`src/hw/core_timing_pkg.sv`:
```
// Shared constants and carrier types for the instruction timing core
package core_timing_pkg;
    // Longest instruction; only the divide reaches it
    localparam logic [3:0] MAX_CYCLES = 4'h8;
    localparam int TOTAL_INSTRUCTIONS = 109;
    // Instructions per timing class: 1,2,2/3,3,3/4,4,4/5,5,8
    localparam int CLASS_1 = 26;
    localparam int CLASS_2 = 50;
    localparam int CLASS_2_3 = 5;
    localparam int CLASS_3 = 14;
    localparam int CLASS_3_4 = 7;
    localparam int CLASS_4 = 3;
    localparam int CLASS_4_5 = 1;
    localparam int CLASS_5 = 2;
    localparam int CLASS_8 = 1;
    // Clock rates, used only to state peak throughput
    localparam int CLK_MHZ = 250;
    localparam int REF_CLK_MHZ = 25;
    localparam int REF_PEAK_MIPS = 25;

    // Arithmetic opcode groups (upper nibble) and lowest arithmetic lower nibble
    localparam logic [3:0] GRP_ADD = 4'h2;
    localparam logic [3:0] GRP_ADDC = 4'h3;
    localparam logic [3:0] GRP_SUBB = 4'h9;
    localparam logic [3:0] LOW_ARITH_MIN = 4'h4;

    // Flag positions within program_status_flags
    localparam int FLAG_CY = 7;
    localparam int FLAG_AC = 6;
    localparam int FLAG_OV = 2;
    localparam int FLAG_P = 0;
    localparam logic [7:0] FLAGS_RESET = 8'h00;

    typedef struct packed {
        logic [1:0] bytes;
        logic [3:0] cycles;
        logic cond;
    } timing_t;

    typedef struct packed {
        logic [7:0] opcode;
        logic [7:0] acc;
        logic [7:0] operand;
        logic [7:0] flags;
        logic taken;
    } issue_t;

    typedef struct packed {
        logic [1:0] bytes;
        logic [3:0] cycles;
        logic [7:0] opcode;
        logic [7:0] result;
        logic [7:0] flags;
    } retire_t;
endpackage

```
`src/hw/opcode_timing.sv`:
```
// Opcode to length and cycle-count decoder
`timescale 1ns/10ps
module opcode_timing (
    input wire logic [7:0] opcode,
    output core_timing_pkg::timing_t timing
);
    function automatic core_timing_pkg::timing_t mk(
        input logic [1:0] b,
        input logic [3:0] c,
        input logic cd
    );
        core_timing_pkg::timing_t t;
        t.bytes = b;
        t.cycles = c;
        t.cond = cd;
        return t;
    endfunction

    logic [3:0] hi;
    logic [3:0] lo;

    always_comb begin
        hi = opcode[7:4];
        lo = opcode[3:0];
        timing = mk(2'h1, 4'h1, 1'b0);
        if (lo[3]) begin
            case (hi)
                4'h7, 4'hA: timing = mk(2'h2, 4'h2, 1'b0);
                4'h8: timing = mk(2'h2, 4'h2, 1'b0);
                4'hB: timing = mk(2'h3, 4'h3, 1'b1);
                4'hD: timing = mk(2'h2, 4'h2, 1'b1);
                default: timing = mk(2'h1, 4'h1, 1'b0);
            endcase
        end else if (lo[3:1] == 3'h3) begin
            case (hi)
                4'h7: timing = mk(2'h2, 4'h2, 1'b0);
                4'h8, 4'hA: timing = mk(2'h2, 4'h2, 1'b0);
                4'hB: timing = mk(2'h3, 4'h4, 1'b1);
                default: timing = mk(2'h1, 4'h2, 1'b0);
            endcase
        end else if (lo == 4'h5) begin
            case (hi)
                4'h7, 4'h8: timing = mk(2'h3, 4'h3, 1'b0);
                4'hB, 4'hD: timing = mk(2'h3, 4'h3, 1'b1);
                4'hA: timing = mk(2'h1, 4'h1, 1'b0);
                default: timing = mk(2'h2, 4'h2, 1'b0);
            endcase
        end else if (lo == 4'h4) begin
            case (hi)
                4'h0, 4'h1, 4'hC, 4'hD, 4'hE, 4'hF:
                    timing = mk(2'h1, 4'h1, 1'b0);
                4'h8: timing = mk(2'h1, 4'h8, 1'b0);
                4'hA: timing = mk(2'h1, 4'h4, 1'b0);
                4'hB: timing = mk(2'h3, 4'h3, 1'b1);
                default: timing = mk(2'h2, 4'h2, 1'b0);
            endcase
        end else if (lo == 4'h1) begin
            timing = mk(2'h2, 4'h3, 1'b0);
        end else if (lo == 4'h0) begin
            case (hi)
                4'h0: timing = mk(2'h1, 4'h1, 1'b0);
                4'h1, 4'h2, 4'h3: timing = mk(2'h3, 4'h3, 1'b1);
                4'h4, 4'h5, 4'h6, 4'h7: timing = mk(2'h2, 4'h2, 1'b1);
                4'h8: timing = mk(2'h2, 4'h3, 1'b0);
                4'h9: timing = mk(2'h3, 4'h3, 1'b0);
                4'hE, 4'hF: timing = mk(2'h1, 4'h3, 1'b0);
                default: timing = mk(2'h2, 4'h2, 1'b0);
            endcase
        end else if (lo == 4'h2) begin
            case (hi)
                4'h0: timing = mk(2'h3, 4'h4, 1'b0);
                4'h1: timing = mk(2'h3, 4'h4, 1'b0);
                4'h2, 4'h3: timing = mk(2'h1, 4'h5, 1'b0);
                4'h4, 4'h5, 4'h6: timing = mk(2'h2, 4'h2, 1'b0);
                4'hE, 4'hF: timing = mk(2'h1, 4'h3, 1'b0);
                default: timing = mk(2'h2, 4'h2, 1'b0);
            endcase
        end else begin
            case (hi)
                4'h4, 4'h5, 4'h6: timing = mk(2'h3, 4'h3, 1'b0);
                4'h7, 4'h8, 4'h9, 4'hE, 4'hF:
                    timing = mk(2'h1, 4'h3, 1'b0);
                default: timing = mk(2'h1, 4'h1, 1'b0);
            endcase
        end
    end
endmodule

```
`src/hw/instr_sequencer.sv`:
```
// Instruction issue, cycle timing and arithmetic flag sequencer
//
// Functional notes
// - Durations counted in plain clock cycles.
// - Most instructions take one cycle per byte.
// - Untaken conditional branch is one cycle shorter.
// - Eight cycles at most; only divide.
// - Classic encodings kept; flags updated only by add/addc/subb.
// - Add/addc/subb: register 1, direct/immediate 2.
// - Indirect RAM arithmetic/logic takes 2 cycles.
// - Data pointer increment takes one cycle.
// - Inc/dec: A or register 1, else 2.
// - AND/OR immediate into direct: 3 cycles.
// - AND/OR/XOR A into direct: 2 cycles.
// - 109 instructions implemented in total.
// - Per-class instruction counts as tabulated.
// - Single-cycle instructions retire every clock.
// - Bit-test jumps: 3 untaken, 4 taken.
// - Long call 4 cycles, return 5.
`timescale 1ns/10ps
module instr_sequencer (
    input wire logic clk,
    input wire logic srst,
    input wire logic issue_valid,
    input core_timing_pkg::issue_t issue,
    output logic issue_ready,
    output logic retire_valid,
    output core_timing_pkg::retire_t retire,
    output logic [7:0] program_status_flags
);
    typedef struct packed {
        logic ready;
        logic [3:0] remain;
        logic pending;
        core_timing_pkg::retire_t info;
        logic retire_valid;
        core_timing_pkg::retire_t out;
        logic [7:0] flags;
    } state_t;

    // Result, carry, auxiliary carry and overflow of add or subtract
    function automatic logic [10:0] arith(
        input logic [7:0] a,
        input logic [7:0] b,
        input logic cin,
        input logic sub
    );
        logic [8:0] full;
        logic [4:0] low;
        logic [7:0] bb;
        logic ov;
        bb = sub ? ~b : b;
        full = {1'b0, a} + {1'b0, bb} + {8'h00, sub ^ cin};
        low = {1'b0, a[3:0]} + {1'b0, bb[3:0]} + {4'h0, sub ^ cin};
        ov = (a[7] == bb[7]) && (full[7] != a[7]);
        // Subtraction reports borrow, the inverse of the carry out
        return {full[8] ^ sub, low[4] ^ sub, ov, full[7:0]};
    endfunction

    state_t state;
    state_t next_state;
    core_timing_pkg::timing_t timing;
    logic accept;
    logic is_arith;
    logic is_sub;
    logic use_carry;
    logic [3:0] dur;
    logic [10:0] alu;
    logic [7:0] new_flags;

    opcode_timing decoder (
        .opcode(issue.opcode),
        .timing(timing)
    );

    always_comb begin
        next_state = state;
        accept = issue_valid && state.ready;
        // Taken branches pay one extra cycle
        dur = timing.cycles + {3'h0, timing.cond & issue.taken};
        is_arith = (issue.opcode[7:4] == core_timing_pkg::GRP_ADD
            || issue.opcode[7:4] == core_timing_pkg::GRP_ADDC
            || issue.opcode[7:4] == core_timing_pkg::GRP_SUBB)
            && issue.opcode[3:0] >= core_timing_pkg::LOW_ARITH_MIN;
        is_sub = issue.opcode[7:4] == core_timing_pkg::GRP_SUBB;
        use_carry = issue.opcode[7:4] != core_timing_pkg::GRP_ADD;
        alu = arith(issue.acc, issue.operand,
            use_carry & issue.flags[core_timing_pkg::FLAG_CY], is_sub);
        new_flags = issue.flags;
        if (is_arith) begin
            new_flags[core_timing_pkg::FLAG_CY] = alu[10];
            new_flags[core_timing_pkg::FLAG_AC] = alu[9];
            new_flags[core_timing_pkg::FLAG_OV] = alu[8];
            new_flags[core_timing_pkg::FLAG_P] = ^alu[7:0];
        end
        next_state.retire_valid = 1'b0;
        if (state.pending && state.remain == 4'h1) begin
            // Last busy cycle; release issue for the next edge
            next_state.pending = 1'b0;
            next_state.remain = 4'h0;
            next_state.ready = 1'b1;
            next_state.retire_valid = 1'b1;
            next_state.out = state.info;
        end else if (state.pending) begin
            next_state.remain = state.remain - 4'h1;
        end
        if (accept) begin
            next_state.info.bytes = timing.bytes;
            next_state.info.cycles = dur;
            next_state.info.opcode = issue.opcode;
            next_state.info.result = is_arith ? alu[7:0] : issue.acc;
            next_state.info.flags = new_flags;
            next_state.flags = new_flags;
            if (dur <= 4'h1) begin
                // Back to back issue gives one retire per clock
                next_state.retire_valid = 1'b1;
                next_state.out = next_state.info;
                next_state.ready = 1'b1;
            end else begin
                next_state.pending = 1'b1;
                next_state.remain = dur - 4'h1;
                next_state.ready = 1'b0;
            end
        end
    end

    always_ff @(posedge clk) begin
        if (srst) begin
            state <= '0;
            state.ready <= 1'b1;
            state.flags <= core_timing_pkg::FLAGS_RESET;
        end else begin
            state <= next_state;
        end
    end

    assign issue_ready = state.ready;
    assign retire_valid = state.retire_valid;
    assign retire = state.out;
    assign program_status_flags = state.flags;
endmodule

```
`config.mk`:
```
export PLATFORM = sky130hd
export DESIGN_NAME = instr_sequencer
export DESIGN_NICKNAME = d
export VERILOG_FILES = /design/src/hw/core_timing_pkg.sv /design/src/hw/opcode_timing.sv /design/src/hw/instr_sequencer.sv
export SDC_FILE = /design/constraint.sdc
export NUM_CORES = 1
export LEC_CHECK = 0
export BUFFER_PORTS_ARGS = -buffer_cell sky130_fd_sc_hd__buf_2
export CORE_ASPECT_RATIO = 0.8
export CORE_MARGIN = 4
export CORE_UTILIZATION = 57
export DETAILED_ROUTE_END_ITERATION = 10
export GPL_ROUTABILITY_DRIVEN = 0
export GPL_TIMING_DRIVEN = 0
export PLACE_DENSITY = 0.81
export SYNTH_ARGS = -nofsm -noshare
export SYNTH_HDL_FRONTEND = slang
export SYNTH_SLANG_ARGS = --single-unit
```
`constraint.sdc`:
```
create_clock -name clk -period 4.3 [get_ports clk]
set_clock_uncertainty 0.05 [all_clocks]
set_input_delay 0.215 -clock clk [delete_from_list [all_inputs] [get_ports clk]]
set_output_delay 0.215 -clock clk [all_outputs]
set_load 0.02 [all_outputs]
```
# Yosys cells after proc, flatten, opt, wreduce, memory -nomap -nowiden
# Memories as Yosys holds them, arrays and structs flattened.
# Index checks and enable logic that the tools add are counted.
# totals
regBits,67
romBits,304
inputBits,36
out_inout_bits,40
word_cells,86
n_memories,4
# op_classes
addsub,7
n_lt_le_gt_ge,2
eq_ne,17
n_mux,24
n_bitwise,6
reduce_logical,12
# mem_list
memory,words,word_bits,rd,rd_ports_with_merged_regs,wr,line,source
(no name shown),16,7,1,0,0,opcode_timing.sv:49,case (hi)
(no name shown),16,5,1,0,0,opcode_timing.sv:60,case (hi)
(no name shown),16,5,1,0,0,opcode_timing.sv:70,case (hi)
(no name shown),16,2,1,0,0,opcode_timing.sv:79,case (hi)
# ops
cell,n
$mux 75,1
$mux 31,2
$mux 7,7
$pmux 7 s3,2
$eq 4x4->1 const B,5
$mux 8,2
$pmux 7 s2,1
$eq 4x2->1 const B,3
$eq 4x3->1 const B,3
$add 8x8->9,1
$add 9x1->9,1
$eq 4x1->1 const B,2
$mux 4,2
$not 8->8,1
$reduce_xor 8->1,1
$sub 4x1->4 const B,2
$add 4x4->5,1
$add 5x1->5,1
$mux 1,5
$mux 5,1
$add 4x1->4,1
$ge 4x3->1 const B,1
$le 4x1->1 const B,1
$logic_and 1x1->1,4
other kinds (12),17

# Longest topological paths before layout
# logic_depth
word_depth,13
depth_mapped,18
depth_no_buf,17

# By module
# From an unflattened synthesis, not the netlist that was laid out.
# unflattened
cells_unflattened,579
area_unflattened_um2,4475.5
# modules_own_cells
module,n_inst,cells_each,area_each_um2,seq_area_each_um2
instr_sequencer,1,480,3784.9,1341.3
opcode_timing,1,99,690.7,0.0

# Least setup slack after synthesis
# OpenSTA, ideal clock, no wires.
# synth_path
path_kind,input -> register
startpoint,in issue[31] (netlist bit)
endpoint,"reg state, in the netlist program_status_flags[0]"
t_arrival_ps,3626
t_required_ps,4118
path_slack_ps,492
path_stages,15
path_cell_list,buf_2 nand2b_4 buf_6 nor2b_1 buf_1 xor2_1 fa_1 fa_1 a21o_1 a221o_1 a221oi_1 nand4_1 and3b_1 mux2i_1 a21oi_1
# synth_via
elab_chain_len,6
elab_cells_between_ends,14
cone_classes,add/sub: 2; eq/ne: 4; mux: 2; bitwise: 2; reduce/logical: 4
# synth_lines
item,line,source
start: declaration,instr_sequencer.sv:25,"input core_timing_pkg::issue_t issue,"
$eq 4x4->1 or $ne 4x2->1 (tied branches),"instr_sequencer.sv:83, instr_sequencer.sv:85, instr_sequencer.sv:86",
$mux 8 or $and 1x1->1 (tied branches),"instr_sequencer.sv:52, instr_sequencer.sv:88",
$add 8x8->9 or $xor 1x1->1 (tied branches),instr_sequencer.sv:53,"full = {1'b0, a} + {1'b0, bb} + {8'h00, sub ^ cin};"
$add 9x1->9,instr_sequencer.sv:53,
$reduce_xor 8->1,instr_sequencer.sv:94,new_flags[core_timing_pkg::FLAG_P] = ^alu[7:0];
$mux 1 *,instr_sequencer.sv:90,if (is_arith) begin
end signal: assignment,instr_sequencer.sv:133,state <= next_state;
end: declaration,instr_sequencer.sv:60,state_t state;
# Mark *: on every way between the ends. The rest lies on a longest branch, timed or not.
# A chain may end at the register's enable or synchronous reset.

# Final worst setup path
# Ends and elaborated chain as after synthesis.

==> run summary <==
syn avg cell area: 7.60 um^2
Post-DP Area: 5010 um^2
antenna-violating nets left: 0
vias in the first global route: 4347
Slew @ Worst Pin: 809 ps
Setup WS post-layout: 205 ps
H-tree depth: 3
first-pass GRT wire length: 20900 um
fraction of registers with async set/reset: 0%
maximum clock insertion buffer count: 2
CTS tree: built
Synth Warn #: 0
Tot Pwr: 1.98 mW
ant diodes: 0
commonest non-fill, non-tap cell in the layout: nand2_1
max cap viols: 0
die area: 9440 um^2
initial core utilization: 59.8%
area leader, netlist: dfxtp_1
final core utilization: 68.6%
CTS Sinks: 67
Synth Area in Compound Gates: 20.1%
DR vias: 4555
Synth cell types: 63
CP required: 4460 ps
RR Startpoint: state[71]$_SDFF_PP0_
Max FO, Critical Path: 10
clk_lat worst skew: 330 ps
RSZ-0062 raised after global routing: no
Sum Neg Setup Slack: 0 ps
WL per Instance: 16.0 um
CP arrival: 4250 ps
Hold Vio Cnt, Final: 0
Post-Place Cells: 772
Worst Setup SP: issue[31]
Simple-Gate Fraction of Synth Area: 25.1%
area growth from synthesis to layout: 14.6%
CP Capture Point: program_status_flags[0]$_SDFFE_PP0P_
number of port buffers: 71
# Post-CTS Setup Buffers: 0
Design Area, Final: 5190 um^2
fin nets: 734
# resized after CTS: 1
Post-DP HPWL: 9370 um
period utilisation layout: 95.2%
Non-Filler Instances: 787
Final Max Tran Viols: 0
Placeable Area: 7570 um^2
sequential element share of the synthesized area: 29.6%
Max VDD drop: 0.261 mV
relative slew slack: 45.3%
multiplexer share of the synthesized area: 3.23%
hold_buf cts: 0
layout cells sized above 1: 22.1%
main area contributors after synthesis: dfxtp_1 30%, nand2_1 10%, buf_4 6.3%
initial antenna violation count: 0
critical path capture point type: register
R2R Path End: retire[11]$_SDFF_PP0_
# fillers: 704
HP Class: input port to register
Reg2Reg Setup Slack: 1450 ps
die width: 108 um
clock root buffer: clkbuf_8
minimum clock period: 4090 ps
Die Y: 87.7 um
gr usage total: 27.6%
total CTS buffers: 9
Synthesized Nets: 652
Worst Setup Start Kind: input port
cells after synthesis: 596
most frequent cells in the layout: 121 x nand2_1, 81 x buf_2, 67 x dfxtp_1
outcome: completed
Peak Freq: 0.244 GHz
r2r worst-path depth: 8
area share of xor/xnor cells in the synthesized design: 4.75%
number of enable flip-flop cells after synthesis: 0
Rows: 28
largest net degree at the start of global routing: 12
post-synth top area share: 29.6%
post-synthesis adder-cell area fraction: 6.08%
pwr dens: 382 nW/um^2
clock slew at reported path FFs: 70 ps
total iterations of the first detailed-routing run: 5
synthesized area: 4530 um^2
final wirelength: 12600 um
Setup WS pre-CTS: -340 ps
Seq cells post-synth: 67
ys flop type: dfxtp_1
WHS: 69.3 ps
P_leak: 2.24 nW
I/O pin cnt: 76
initial drt markers: 365
endpoints failing setup: 0
critical path class: input port to register
largest family of logic cells by synthesized area: simple AND/OR/NAND/NOR gates
Remaining Overflow, GRT: 0
Via density: 5.79
DRC violations left: 0
==> area by class of cell <==
cell class | instances | area (um^2) | area share, %
repair buffers | 71 | 355 | 6.85
clock buffers | 12 | 135 | 2.60
well taps | 105 | 131 | 2.53
inverters | 8 | 30.0 | 0.579
flip-flops and latches | 67 | 1340 | 25.8
multi-input cells | 440 | 2680 | 51.7
clock inverters | 3 | 40.0 | 0.771
plain buffers | 81 | 474 | 9.14
==> cell usage after synthesis (all sizes together), types with 3 or more instances <==
| master | n |
|---|---|
| a211oi | 13 |
| a21o | 4 |
| a21oi | 44 |
| a311oi | 24 |
| a31oi | 5 |
| and2 | 5 |
| and3 | 8 |
| buf | 51 |
| clkbuf | 30 |
| dfxtp | 67 |
| ha | 18 |
| inv | 8 |
| mux2 | 5 |
| mux2i | 9 |
| nand2 | 121 |
| nand2b | 8 |
| nand3 | 8 |
| nor2 | 59 |
| nor2b | 5 |
| nor3 | 17 |
| nor4 | 3 |
| o21ai | 15 |
| o22ai | 5 |
| or3 | 4 |
| xnor2 | 10 |
| xor2 | 12 |
==> critical path: stages <==
cell and delay, ps:
buf_2 110, buf_2 170, nand2b_4 150, buf_6 130, nor2b_1 350, buf_2 360, a211oi_1 170, fa_1 440
fa_1 430, a21o_1 210, a221o_1 330, a221oi_1 480, nand4_1 210, and3b_1 240, mux2i_1 160, a21oi_1 90
==> state kept, by name, summed over array words and instances (netlist names) <==
register,count
retire,30
state,27
program_status_flags,8
issue_ready,1
retire_valid,1
==> worst min path at each step <==
| stage | from | endpoint | cells past startpoint |
|---|---|---|---|
| floorplan | issue[2] | program_status_flags[1]$_SDFFE_PP0P_ | 2 |
| global placement | state[59]$_SDFFE_PP0P_ | state[59]$_SDFFE_PP0P_ | 2 |
| detailed placement | state[59]$_SDFFE_PP0P_ | state[59]$_SDFFE_PP0P_ | 2 |
| CTS | issue[6] | program_status_flags[5]$_SDFFE_PP0P_ | 3 |
| global route | issue[6] | program_status_flags[5]$_SDFFE_PP0P_ | 3 |
| finish | issue[6] | program_status_flags[5]$_SDFFE_PP0P_ | 3 |
==> cell families (layout without fill, tap and decap cells) <==
kind of cell | Yosys count | count (layout)
mux | 14 | 14
fa+ha+maj | 21 | 21
simple gates | 251 | 251
compound gates | 131 | 131
buf+inv | 89 | 175
flops | 67 | 67
xor+xnor | 23 | 23
==> routing by layer <==
| metal | global-route usage (%) | share of wire (%) | up-vias |
|---|---|---|---|
| li1 | - | - | 2191 |
| met1 | 37.4 | 44 | 2125 |
| met2 | 44.3 | 46 | 214 |
| met3 | 4.86 | 8.4 | 25 |
| met4 | 10.7 | 2.2 | 0 |
| met5 | 0 | 0 | - |
==> power by group <==
part,switching [mW],internal (mW),total [mW]
registers,0.0491,0.698,0.747
clock network,0.227,0.264,0.491
logic,0.426,0.320,0.747
total,0.702,1.28,1.98
(Power assumes the default switching activity.)
